## src/rxsr_pkg.sv

```systemverilog
// Package with register map, field layout and status types for the receiver status registers.
// Notes on behaviour
// - State code in bits 4:0, upper bits zero.
// - Register access never reports sleep or oscillator-off.
// - CRC bit set on match, cleared on receive entry.
// - Carrier bit follows detection, cleared entering idle.
// - Frame delimiter rises on sync, falls at end.
// - Delimiter also falls on filter drop or overflow.
// - Bit 2 shows un-inverted second output value.
// - Bit 0 shows un-inverted first output value.
// - FIFO status bits 6:0 hold byte count.
// - FIFO status bit 7 flags overflow.
// - Strength register shows eight-bit signal strength.
package rxsr_pkg;
  localparam logic [5:0] OFS_SIGNAL_STRENGTH  = 6'h34;
  localparam logic [5:0] OFS_RADIO_FSM_STATE  = 6'h35;
  localparam logic [5:0] OFS_PACKET_PIN_STAT  = 6'h38;
  localparam logic [5:0] OFS_RX_FIFO_LEVEL    = 6'h3b;
  localparam int         POS_CRC_MATCH        = 7;
  localparam int         POS_CARRIER          = 6;
  localparam int         POS_FRAME_DELIM      = 3;
  localparam int         POS_OUTPUT_TWO       = 2;
  localparam int         POS_OUTPUT_ZERO      = 0;
  localparam int         POS_OVERRUN          = 7;
  localparam logic [4:0] STATE_SLEEP          = 5'h00;
  localparam logic [4:0] STATE_IDLE           = 5'h01;
  localparam logic [4:0] STATE_OSC_OFF        = 5'h02;
  localparam logic [4:0] STATE_RX             = 5'h0d;
  localparam logic [4:0] STATE_RX_RESTART     = 5'h0f;
  localparam logic [4:0] STATE_OVERRUN        = 5'h11;
  localparam logic [7:0] RESET_DATA           = 8'h00;
  localparam logic [4:0] RESET_STATE          = 5'h01;

  // Per-cycle events from the packet handler and demodulator.
  typedef struct packed {
    logic crc_match;
    logic crc_fail;
    logic carrier;
    logic sync_found;
    logic packet_end;
    logic filter_drop;
  } rxsr_pkt_ev_t;

  // Receive FIFO status from the datapath.
  typedef struct packed {
    logic       overrun;
    logic [6:0] count;
  } rxsr_fifo_t;
endpackage

```

## src/rxsr_status_regs.sv

```systemverilog
// Read-only status register group of the packet receiver.
`timescale 1ns/1ps
`default_nettype none
module rxsr_status_regs (
  input  wire logic                  I_CLK,
  input  wire logic                  I_ARST_N,
  input  wire logic                  I_CE,
  input  wire logic [5:0]            I_RD_ADDR,
  input  wire logic                  I_RD_EN,
  input  wire logic                  I_ACCESS_ACTIVE,
  input  wire logic [4:0]            I_RADIO_STATE,
  input  wire logic [7:0]            I_SIGNAL_STRENGTH,
  input  wire rxsr_pkg::rxsr_pkt_ev_t I_PKT_EV,
  input  wire rxsr_pkg::rxsr_fifo_t  I_FIFO,
  input  wire logic                  I_OUTPUT_TWO_RAW,
  input  wire logic                  I_OUTPUT_ZERO_RAW,
  output logic [7:0]                 O_RD_DATA,
  output logic                       O_RD_VALID
);
  // Captured status, one flop stage behind the sources; synced pin levels are two stages behind.
  logic [4:0] state_q;
  logic [4:0] state_prev_q;
  logic [7:0] strength_q;
  logic       crc_q;
  logic       carrier_q;
  logic       delim_q;
  logic [7:0] fifo_q;
  wire  logic [1:0] pin_raw;
  wire  logic [1:0] pin_sync;

  // Bit 1 carries output two and bit 0 output zero.
  assign pin_raw = {I_OUTPUT_TWO_RAW, I_OUTPUT_ZERO_RAW};

  // Pin levels may arrive from pad logic, so each passes two flops first.
  for (genvar p = 0; p < 2; p++) begin : g_pin_sync
    logic meta_q;
    logic sync_q;
    always_ff @(posedge I_CLK or negedge I_ARST_N) begin
      if (!I_ARST_N) begin
        meta_q <= 1'b0;
        sync_q <= 1'b0;
      end else if (I_CE) begin
        meta_q <= pin_raw[p];
        sync_q <= meta_q;
      end
    end
    assign pin_sync[p] = sync_q;
  end

  // State decoding of the incoming radio state code.
  wire logic       enter_rx   = (I_RADIO_STATE == rxsr_pkg::STATE_RX) &&
                                (state_prev_q != rxsr_pkg::STATE_RX);
  wire logic       restart_rx = (I_RADIO_STATE == rxsr_pkg::STATE_RX_RESTART);
  wire logic       enter_idle = (I_RADIO_STATE == rxsr_pkg::STATE_IDLE);
  wire logic       overrun_st = (I_RADIO_STATE == rxsr_pkg::STATE_OVERRUN);
  wire logic       sleepy     = (I_RADIO_STATE == rxsr_pkg::STATE_SLEEP) ||
                                (I_RADIO_STATE == rxsr_pkg::STATE_OSC_OFF);

  // An access wakes the core, so a sleep code seen then reads as idle.
  wire logic [4:0] state_d    = (sleepy && I_ACCESS_ACTIVE) ? rxsr_pkg::STATE_IDLE
                                                            : I_RADIO_STATE;

  // The read path maps sleep codes again, so a read without access still shows idle.
  wire logic       rd_sleepy  = (state_q == rxsr_pkg::STATE_SLEEP) ||
                                (state_q == rxsr_pkg::STATE_OSC_OFF);
  wire logic [4:0] state_rd   = rd_sleepy ? rxsr_pkg::STATE_IDLE : state_q;

  // A match in the same cycle as a clear wins, since it reports the newest packet.
  wire logic       crc_clr    = enter_rx || restart_rx || I_PKT_EV.crc_fail;
  wire logic       crc_d      = I_PKT_EV.crc_match ? 1'b1 :
                                crc_clr            ? 1'b0 : crc_q;
  wire logic       carrier_d  = enter_idle ? 1'b0 : I_PKT_EV.carrier;
  wire logic       delim_clr  = I_PKT_EV.packet_end || I_PKT_EV.filter_drop || overrun_st;
  wire logic       delim_set  = I_PKT_EV.sync_found;
  wire logic       delim_d    = delim_clr ? 1'b0 : (delim_set ? 1'b1 : delim_q);
  wire logic [7:0] fifo_d     = {I_FIFO.overrun, I_FIFO.count};

  // Packet and pin word; reserved and unused bits read zero.
  wire logic [7:0] pkt_word   = {crc_q, carrier_q, 2'b00, delim_q, pin_sync[1], 1'b0, pin_sync[0]};

  // Address decode of the four status registers.
  wire logic       hit_str    = (I_RD_ADDR == rxsr_pkg::OFS_SIGNAL_STRENGTH);
  wire logic       hit_state  = (I_RD_ADDR == rxsr_pkg::OFS_RADIO_FSM_STATE);
  wire logic       hit_pkt    = (I_RD_ADDR == rxsr_pkg::OFS_PACKET_PIN_STAT);
  wire logic       hit_fifo   = (I_RD_ADDR == rxsr_pkg::OFS_RX_FIFO_LEVEL);
  wire logic       hit_none   = !(hit_str || hit_state || hit_pkt || hit_fifo);
  wire logic [7:0] rd_mux     =
    hit_str   ? strength_q :
    hit_state ? {3'b000, state_rd} :
    hit_pkt   ? pkt_word :
    hit_fifo  ? fifo_q : rxsr_pkg::RESET_DATA;

  // Radio state capture.
  always_ff @(posedge I_CLK or negedge I_ARST_N) begin
    if (!I_ARST_N) begin
      state_q      <= rxsr_pkg::RESET_STATE;
      state_prev_q <= rxsr_pkg::RESET_STATE;
    end else if (I_CE) begin
      state_q      <= state_d;
      state_prev_q <= I_RADIO_STATE;
    end
  end

  // Strength and FIFO status capture.
  always_ff @(posedge I_CLK or negedge I_ARST_N) begin
    if (!I_ARST_N) begin
      strength_q <= rxsr_pkg::RESET_DATA;
      fifo_q     <= rxsr_pkg::RESET_DATA;
    end else if (I_CE) begin
      strength_q <= I_SIGNAL_STRENGTH;
      fifo_q     <= fifo_d;
    end
  end

  // Read strobes only select data; no status flop looks at them.
  always_ff @(posedge I_CLK or negedge I_ARST_N) begin
    if (!I_ARST_N) begin
      crc_q     <= 1'b0;
      carrier_q <= 1'b0;
      delim_q   <= 1'b0;
    end else if (I_CE) begin
      crc_q     <= crc_d;
      carrier_q <= carrier_d;
      delim_q   <= delim_d;
    end
  end

  // Read port; data holds until the next read is taken.
  always_ff @(posedge I_CLK or negedge I_ARST_N) begin
    if (!I_ARST_N) begin
      O_RD_DATA  <= rxsr_pkg::RESET_DATA;
      O_RD_VALID <= 1'b0;
    end else if (I_CE) begin
      O_RD_DATA  <= I_RD_EN ? rd_mux : O_RD_DATA;
      O_RD_VALID <= I_RD_EN;
    end
  end

  chk_state_no_sleep: assert property (
    @(posedge I_CLK) disable iff (!I_ARST_N)
    (I_CE && I_ACCESS_ACTIVE && sleepy) |=> (state_q == rxsr_pkg::STATE_IDLE))
    else $error("Sleep code reported during access.");
  chk_state_read_awake: assert property (
    @(posedge I_CLK) disable iff (!I_ARST_N)
    (I_CE && I_RD_EN && hit_state)
      |=> (O_RD_DATA[4:0] != rxsr_pkg::STATE_SLEEP && O_RD_DATA[4:0] != rxsr_pkg::STATE_OSC_OFF))
    else $error("Sleep code returned by a read.");
  chk_state_upper_zero: assert property (
    @(posedge I_CLK) disable iff (!I_ARST_N)
    (I_CE && I_RD_EN && hit_state)
      |=> (O_RD_DATA[7:5] == 3'b000 && O_RD_DATA[4:0] == $past(state_rd)))
    else $error("State read wrong.");
  chk_state_follow: assert property (
    @(posedge I_CLK) disable iff (!I_ARST_N)
    (I_CE && !sleepy) |=> (state_q == $past(I_RADIO_STATE)))
    else $error("State code not captured.");
  chk_crc_set: assert property (
    @(posedge I_CLK) disable iff (!I_ARST_N)
    (I_CE && I_PKT_EV.crc_match) |=> crc_q)
    else $error("CRC flag not set.");
  chk_crc_clear: assert property (
    @(posedge I_CLK) disable iff (!I_ARST_N)
    (I_CE && restart_rx && !I_PKT_EV.crc_match) |=> !crc_q)
    else $error("CRC flag not cleared on restart.");
  chk_crc_enter: assert property (
    @(posedge I_CLK) disable iff (!I_ARST_N)
    (I_CE && enter_rx && !I_PKT_EV.crc_match) |=> !crc_q)
    else $error("CRC flag not cleared on receive entry.");
  chk_carrier_idle: assert property (
    @(posedge I_CLK) disable iff (!I_ARST_N)
    (I_CE && enter_idle) |=> !carrier_q)
    else $error("Carrier flag held in idle.");
  chk_carrier_follow: assert property (
    @(posedge I_CLK) disable iff (!I_ARST_N)
    (I_CE && !enter_idle) |=> (carrier_q == $past(I_PKT_EV.carrier)))
    else $error("Carrier flag not following detection.");
  chk_delim_rise: assert property (
    @(posedge I_CLK) disable iff (!I_ARST_N)
    (I_CE && delim_set && !delim_clr) |=> delim_q)
    else $error("Delimiter missed sync.");
  chk_delim_end: assert property (
    @(posedge I_CLK) disable iff (!I_ARST_N)
    (I_CE && I_PKT_EV.packet_end) |=> !delim_q)
    else $error("Delimiter held after packet end.");
  chk_delim_drop: assert property (
    @(posedge I_CLK) disable iff (!I_ARST_N)
    (I_CE && (I_PKT_EV.filter_drop || overrun_st)) |=> !delim_q)
    else $error("Delimiter held after drop.");
  chk_pin_two_pipe: assert property (
    @(posedge I_CLK) disable iff (!I_ARST_N)
    (I_CE [*3]) |-> (pin_sync[1] == $past(I_OUTPUT_TWO_RAW, 2)))
    else $error("Output two level wrong.");
  chk_pin_zero_pipe: assert property (
    @(posedge I_CLK) disable iff (!I_ARST_N)
    (I_CE [*3]) |-> (pin_sync[0] == $past(I_OUTPUT_ZERO_RAW, 2)))
    else $error("Output zero level wrong.");
  chk_pkt_read: assert property (
    @(posedge I_CLK) disable iff (!I_ARST_N)
    (I_CE && I_RD_EN && hit_pkt)
      |=> (O_RD_DATA[rxsr_pkg::POS_OUTPUT_TWO] == $past(pin_sync[1]) &&
           O_RD_DATA[rxsr_pkg::POS_OUTPUT_ZERO] == $past(pin_sync[0]) &&
           O_RD_DATA[rxsr_pkg::POS_CRC_MATCH] == $past(crc_q) &&
           O_RD_DATA[rxsr_pkg::POS_CARRIER] == $past(carrier_q) &&
           O_RD_DATA[rxsr_pkg::POS_FRAME_DELIM] == $past(delim_q) &&
           O_RD_DATA[5:4] == 2'b00 && O_RD_DATA[1] == 1'b0))
    else $error("Packet status read wrong.");
  chk_fifo_read: assert property (
    @(posedge I_CLK) disable iff (!I_ARST_N)
    (I_CE && I_RD_EN && hit_fifo) |=> (O_RD_DATA == $past(fifo_q)))
    else $error("FIFO level read wrong.");
  chk_fifo_count: assert property (
    @(posedge I_CLK) disable iff (!I_ARST_N)
    I_CE |=> (fifo_q[6:0] == $past(I_FIFO.count)))
    else $error("FIFO count not captured.");
  chk_fifo_overrun: assert property (
    @(posedge I_CLK) disable iff (!I_ARST_N)
    (I_CE && I_FIFO.overrun) |=> fifo_q[rxsr_pkg::POS_OVERRUN])
    else $error("Overrun not captured.");
  chk_strength_read: assert property (
    @(posedge I_CLK) disable iff (!I_ARST_N)
    (I_CE && I_RD_EN && hit_str) |=> (O_RD_DATA == $past(strength_q)))
    else $error("Strength read wrong.");
  chk_strength_follow: assert property (
    @(posedge I_CLK) disable iff (!I_ARST_N)
    I_CE |=> (strength_q == $past(I_SIGNAL_STRENGTH)))
    else $error("Strength not captured.");
  chk_read_no_effect: assert property (
    @(posedge I_CLK) disable iff (!I_ARST_N)
    (I_CE && I_RD_EN && !I_PKT_EV.crc_match && !crc_clr) |=> (crc_q == $past(crc_q)))
    else $error("Read disturbed CRC flag.");
  chk_read_delim_kept: assert property (
    @(posedge I_CLK) disable iff (!I_ARST_N)
    (I_CE && I_RD_EN && !delim_set && !delim_clr) |=> (delim_q == $past(delim_q)))
    else $error("Read disturbed delimiter flag.");
  chk_valid_pulse: assert property (
    @(posedge I_CLK) disable iff (!I_ARST_N)
    I_CE |=> (O_RD_VALID == $past(I_RD_EN)))
    else $error("Read valid not one cycle after strobe.");
  chk_unmapped_zero: assert property (
    @(posedge I_CLK) disable iff (!I_ARST_N)
    (I_CE && I_RD_EN && hit_none) |=> (O_RD_DATA == rxsr_pkg::RESET_DATA))
    else $error("Unmapped address returned data.");
  chk_ce_freeze: assert property (
    @(posedge I_CLK) disable iff (!I_ARST_N)
    !I_CE |=> (O_RD_DATA == $past(O_RD_DATA) && O_RD_VALID == $past(O_RD_VALID) &&
               state_q == $past(state_q) && crc_q == $past(crc_q)))
    else $error("State moved while clock enable low.");
endmodule
`default_nettype wire

```

## config.mk

```make
export PLATFORM = sky130hd
export DESIGN_NAME = rxsr_status_regs
export DESIGN_NICKNAME = d
export VERILOG_FILES = /design/src/rxsr_pkg.sv /design/src/rxsr_status_regs.sv
export SDC_FILE = /design/constraint.sdc
export NUM_CORES = 1
export LEC_CHECK = 0
export ABC_AREA = 1
export ABC_CLOCK_PERIOD_IN_PS = 1250
export BUFFER_PORTS_ARGS = -buffer_cell sky130_fd_sc_hd__buf_2
export CORE_MARGIN = 10
export CORE_UTILIZATION = 45
export DETAILED_ROUTE_END_ITERATION = 8
export MAX_ROUTING_LAYER = met4
export PLACE_DENSITY = 0.69
export SYNTH_ARGS = -nofsm -noshare
export SYNTH_HDL_FRONTEND = slang
export SYNTH_SLANG_ARGS = --single-unit
```

## constraint.sdc

```tcl
create_clock -name I_CLK -period 1.25 [get_ports I_CLK]
set_input_delay 0.25 -clock I_CLK [delete_from_list [all_inputs] [get_ports I_CLK]]
set_output_delay 0.25 -clock I_CLK [all_outputs]
set_load 0.005 [all_outputs]
```

==> results.json, run 1 <==
{
  "portBuffers": 48,
  "layout-area-overhead-vs-synth_pct": 22.7,
  "hpwlAfterDp_um": 3710,
  "fin_skew_ns": 0.00691,
  "synthesis.nets": 284,
  "initial_core_util_pct": 47.2,
  "insertion_delay_ns": 0.29,
  "via_count": 1700,
  "die_y_um": 85.5,
  "antenna_cells": 0,
  "critPathMaxStageDelay_ns": 0.40,
  "yosysWarnings": 0,
  "path_class": "register to output pin",
  "ys_ff_latch": 42,
  "firstDrtPassIters": 4,
  "grt_max_degree": 22,
  "place_inst": 342,
  "tightestPinTransition_ns": 0.298,
  "cts_tree": "yes",
  "fin_setup_tns_ns": 0,
  "grt_first_pass_wirelength_um": 8140,
  "r2r_cells": 7,
  "viasPerCell": 4.84,
  "fp.dieW_um": 85.5,
  "finalWirelength_um": 4700,
  "rsz0062_at_grt": "no",
  "syn-instance-count": 244,
  "setup_viol": 0,
  "timing.critical_path.max_delay_family": "flip-flops",
  "grt_pass1_vias": 1749,
  "final_nets": 340,
  "syn_area_sq_um": 1930,
  "clock_path_buffers": 2,
  "start_kind": "register",
  "wl_per_cell_um": 13.4,
  "cts_setup_buffers": 0,
  "comb_power_share_pct": 13.4,
  "synth-seq-area-share_pct": 54.6,
  "fmax_mhz": 926,
  "holdCritPathClass": "primary input to register",
  "peakVddDrop_v": 0.000869,
  "antenna_found_initial": 0,
  "place_congestion": 0.899,
  "end_kind": "output pin",
  "slowest_stage": "dfrtp_1",
  "worstHoldStart": "I_SIGNAL_STRENGTH[5]",
  "synth_edf_count": 0,
  "p_seq_share_pct": 55.0,
  "critPathBufInv": 1,
  "clock-sinks": 42,
  "async_flop_share_pct": 100,
  "path_clk_slew_ns": 0.08,
  "power_frac_clock_pct": 31.6,
  "die_area_sq_um": 7310,
  "ys_types": 21,
  "grt_overflow": 0,
  "ios": 49,
  "htree_num_levels": 2,
  "internal_power_uw": 2080,
  "synth-main-ff-cell": "dfrtp_1",
  "cp.arrival_ns": 0.83,
  "cts_root_buffer": "clkbuf_8",
  "nFillCells": 415,
  "drtIter0Drc": 115,
  "num_rows": 23,
  "leakage_uw": 0.00131,
  "fin_cells": 351,
  "drtAntennaViolNets": 0,
  "whs_path_depth": 3,
  "power_density_nw_per_um2": 1180,
  "drv_cap": 0,
  "coreArea_sq_um": 4090,
  "crit_start": "O_RD_VALID$_DFFE_PN0P_",
  "finalCritPeriodShare_pct": 86.4,
  "crit_fanout": 2,
  "layout_common_cells": "98 x nand2_1, 48 x buf_2, 40 x dfrtp_1, 22 x nor2_1, 17 x nand3_1",
  "grt_usage_pct": 13.7,
  "finalMaxSlewViolations": 0,
  "switching_share_pct": 25.9,
  "cts_inserted_buffers": 5,
  "rr_startpoint": "state_q[0]$_DFFE_PN1P_",
  "switching_power_uw": 726,
  "crit_cells": 1,
  "path_cells": "buf_2",
  "final_hold_viol_count": 0,
  "maxSlewHeadroom_pct": 80.1,
  "worstPathRequired_ns": 1.00,
  "status": "completed",
  "period_minus_slack_ns": 1.08,
  "final_common_cell": "nand2_1",
  "drive_gt1_share_pct": 25.6,
  "syn_area_per_cell_sq_um": 7.91,
  "route.detailed.drc": 0
}
cells in the mapped netlist, types with 4 or more instances:
master	number	area [sq um]
nand2_1	98	368
inv_2	5	18.8
o21ai_1	4	20.0
inv_1	15	56.3
a21oi_1	6	30.0
clkbuf_1	4	15.0
dfrtp_1	40	1000
nand4_1	5	31.3
nand3_1	17	85.1
o21ai_0	12	60.1
nor2_1	22	82.6
per-layer routing:
layer  wire length, um  up-vias  global-route usage [%]  share of wire [%]
met5                 0        -                       -                  0
met4                41        0                    4.34               0.87
met3               249        4                    3.78                5.3
met2              2020       48                    20.7                 43
met1              2390      767                    17.5                 51
li1                  -      881                       -                  -
final timing paths:
check / to / slack [ns]
min in group asynchronous: carrier_q$_DFFE_PN0P_ / 0.36
max in group asynchronous: fifo_q[0]$_DFFE_PN0P_ / 0.43
worst max register to register: O_RD_DATA[0]$_DFFE_PN0P_ / 0.20
worst min-delay path: strength_q[5]$_DFFE_PN0P_ / 0.15
worst max-delay path: O_RD_VALID / 0.17
worst min register to register: g_pin_sync[1].meta_q$_DFFE_PN0P_ / 0.47
registers in the layout, summed over array words and instances (netlist names):
register,flops
strength_q,8
crc_q,1
delim_q,1
state_prev_q,5
g_pin_sync.meta_q,2
state_q,5
O_RD_DATA,8
fifo_q,8
O_RD_VALID,1
carrier_q,1
g_pin_sync.sync_q,2
per-stage QoR:
stage / util [%] / worst slack [ns] / cell area, sq um / total power (uW) / hold slack, ns
global placement: 55.5 / 0.112 / 2270 / 1940 / 0.135
global route: 58.0 / 0.0703 / 2370 / 2950 / 0.147
detailed placement: 55.5 / 0.0707 / 2270 / 1950 / 0.140
finish: 58.0 / 0.170 / 2370 / 2800 / 0.150
CTS: 58.0 / 0.165 / 2370 / 2840 / 0.143
floorplan: - / 0.275 / 1930 / 1750 / -0.0456
final cells by class:
type / instances / area, sq um / share of cell area (%)
flip-flops and latches: 42 / 1050 / 44.5
multi-input cells: 174 / 767 / 32.4
clock inverters: 1 / 5.00 / 0.211
repair buffers: 56 / 315 / 13.3
clock buffers: 7 / 86.3 / 3.64
well taps: 50 / 62.6 / 2.64
inverters: 21 / 80.1 / 3.38
kinds of logic (layout without fill, tap and decap cells):
kind of cell,after synthesis,after routing,synth area share (%)
simple gates,150,150,33.3
flops,42,42,54.6
buf+inv,28,85,5.70
compound gates,24,24,6.42
power by group through the flow:
| stage | Clock [uW] | Combinational (uW) | Sequential, uW |
|---|---|---|---|
| 6_report | 887 | 374 | 1540 |
| 4_1_cts | 917 | 381 | 1540 |
| 5_1_grt | 956 | 440 | 1560 |
| 3_3_place_gp | 0 | 369 | 1570 |
| 2_1_floorplan | 0 | 193 | 1550 |
| 3_5_place_dp | 0 | 378 | 1570 |
timing repair:
item | CTS | global route
hold endpoints to repair | 6 | 0
endpoints found under the setup margin | 0 | 0
hold buffers | 1 | 0
resized for setup | 0 | 0
Note: power is estimated with default switching activity, not from simulation.
==> run 2, diff against run 1 <==
- CELL_PAD_IN_SITES_DETAIL_PLACEMENT: not set -> 2
- CELL_PAD_IN_SITES_GLOBAL_PLACEMENT: not set -> 2
- CORE_UTILIZATION: 45 -> 29
- PLACE_DENSITY: 0.69 -> not set
- PLACE_DENSITY_LB_ADDON: not set -> 0.1
==> run 2 against run 1 <==
Compared with the run above: register-to-register slack worse by 0.04 ns; wire length rose by 21%; sequential power hardly changed; critical endpoint is now O_RD_DATA[0]$_DFFE_PN0P_; largest cell class unchanged.
==> results.json, run 2 (same netlist as run 1, synthesis figures left out) <==
{
  "finalInstanceArea_sq_um": 2410,
  "initial_core_util_pct": 30.1,
  "cts_tree": "yes",
  "final_nets": 339,
  "drive_gt1_share_pct": 25.7,
  "tightestPinTransition_ns": 0.296,
  "drtIter0Drc": 31,
  "clock_path_buffers": 2,
  "final_hold_viol_count": 0,
  "critPathMaxStageDelay_ns": 0.54,
  "insertion_delay_ns": 0.29,
  "cts_root_buffer": "clkbuf_8",
  "num_rows": 29,
  "start_kind": "register",
  "fp.dieW_um": 102,
  "firstDrtPassIters": 3,
  "leakage_uw": 0.00131,
  "rsz0062_at_grt": "no",
  "hpwlAfterDp_um": 4530,
  "grt_usage_pct": 12.1,
  "cts_setup_buffers": 0,
  "fin_skew_ns": 0.00444,
  "whs_path_depth": 3,
  "grt_max_degree": 43,
  "layout-area-overhead-vs-synth_pct": 25.0,
  "finalCritPeriodShare_pct": 86.9,
  "r2r_cells": 7,
  "wl_per_cell_um": 15.1,
  "holdCritPathClass": "primary input to register",
  "grt_overflow": 0,
  "fmax_mhz": 921,
  "drtAntennaViolNets": 0,
  "status": "completed",
  "clock-sinks": 42,
  "antenna_cells": 0,
  "crit_fanout": 2,
  "htree_num_levels": 2,
  "grt_first_pass_wirelength_um": 9760,
  "path_cells": "nor2_1, nand2_1, nand2_1, nand2_1, nand4_1, nand2_1, nand2_1",
  "grt_pass1_vias": 1947,
  "maxSlewHeadroom_pct": 80.2,
  "worstPathRequired_ns": 1.45,
  "end_kind": "register",
  "setup_viol": 0,
  "route.detailed.drc": 0,
  "fin_setup_tns_ns": 0,
  "finalMaxSlewViolations": 0,
  "die_area_sq_um": 10300,
  "cts_inserted_buffers": 5,
  "slowest_stage": "dfstp_2",
  "place_congestion": 0.728,
  "peakVddDrop_v": 0.000413,
  "die_y_um": 102,
  "power_density_nw_per_um2": 1190,
  "dpl_cell_area_sq_um": 2310,
  "drv_cap": 0,
  "layout_common_cells": "98 x nand2_1, 48 x buf_2, 40 x dfrtp_1, 22 x nor2_1, 17 x nand3_1",
  "cp.arrival_ns": 1.28,
  "viasPerCell": 4.64,
  "via_count": 1750,
  "coreArea_sq_um": 6420,
  "path_common_cell": "nand2_1",
  "finalWirelength_um": 5690,
  "portBuffers": 48,
  "largestRegisters": "O_RD_DATA: 8 flops, fifo_q: 8 flops, strength_q: 8 flops",
  "path_clk_slew_ns": 0.08,
  "final_common_cell": "nand2_1",
  "antenna_found_initial": 0,
  "ios": 49,
  "path_class": "register to register",
  "period_minus_slack_ns": 1.09
}
-- run 2: critical path: cells and delay by family, from the launching register on --
kind / cells / cell delay, ns
DFF: 1 / 0.54
and+or+nand+nor: 7 / 0.45
-- run 2: metal layers --
metal | share of wire [%] | vias up | track usage, %
li1 | - | 877 | -
met1 | 48 | 835 | 15.4
met2 | 47 | 32 | 18.4
met3 | 4.9 | 6 | 3.47
met4 | 0.60 | 0 | 3.30
met5 | 0 | - | -
-- run 2: path summary, 6_finish.rpt --
check                                                        end  slack [ns]                              from
worst min-delay path            g_pin_sync[0].meta_q$_DFFE_PN0P_        0.15                 I_OUTPUT_ZERO_RAW
max in group asynchronous            state_prev_q[0]$_DFFE_PN1P_        0.52                          I_ARST_N
worst max-delay path                    O_RD_DATA[0]$_DFFE_PN0P_        0.16            state_q[0]$_DFFE_PN1P_
min in group asynchronous              strength_q[7]$_DFFE_PN0P_        0.46                          I_ARST_N
worst min register to register  g_pin_sync[1].meta_q$_DFFE_PN0P_        0.47  g_pin_sync[1].meta_q$_DFFE_PN0P_
worst max register to register          O_RD_DATA[0]$_DFFE_PN0P_        0.16            state_q[0]$_DFFE_PN1P_
-- run 2: timing repair --
item,4_1_cts,5_1_grt
hold buffers,1,0
gates resized for setup,0,0
endpoints found under the hold margin,40,0
endpoints found under the setup margin,0,0
-- run 2: report_power, final --
| group | internal, uW | leakage (uW) | switching, uW |
|---|---|---|---|
| Sequential | 1480 | 0.000516 | 65.0 |
| Combinational | 155 | 0.000741 | 232 |
| Clock | 444 | 0.0000472 | 490 |
-- run 2: metrics by stage --
stage / util (%) / total power, uW / cells / setup WS [ns] / hold WS, ns
2_1_floorplan: - / 1750 / 244 / 0.275 / -0.0456
3_3_place_gp: 35.9 / 1960 / 368 / 0.0857 / 0.247
3_5_place_dp: 35.9 / 1970 / 368 / 0.0545 / 0.251
4_1_cts: 37.6 / 2930 / 377 / 0.149 / 0.144
5_1_grt: 37.6 / 3060 / 377 / 0.0392 / 0.146
6_report: 37.6 / 2870 / 377 / 0.164 / 0.148
-- run 2: layout make-up --
| class | count | area [sq um] |
|---|---|---|
| Fill cell | 792 | 4010 |
| Timing Repair Buffer | 55 | 320 |
| Sequential cell | 42 | 1050 |
| Inverter | 21 | 80.1 |
| Tap cell | 77 | 96.3 |
| Clock buffer | 6 | 82.6 |
| Clock inverter | 2 | 12.5 |
| Multi-Input combinational cell | 174 | 767 |
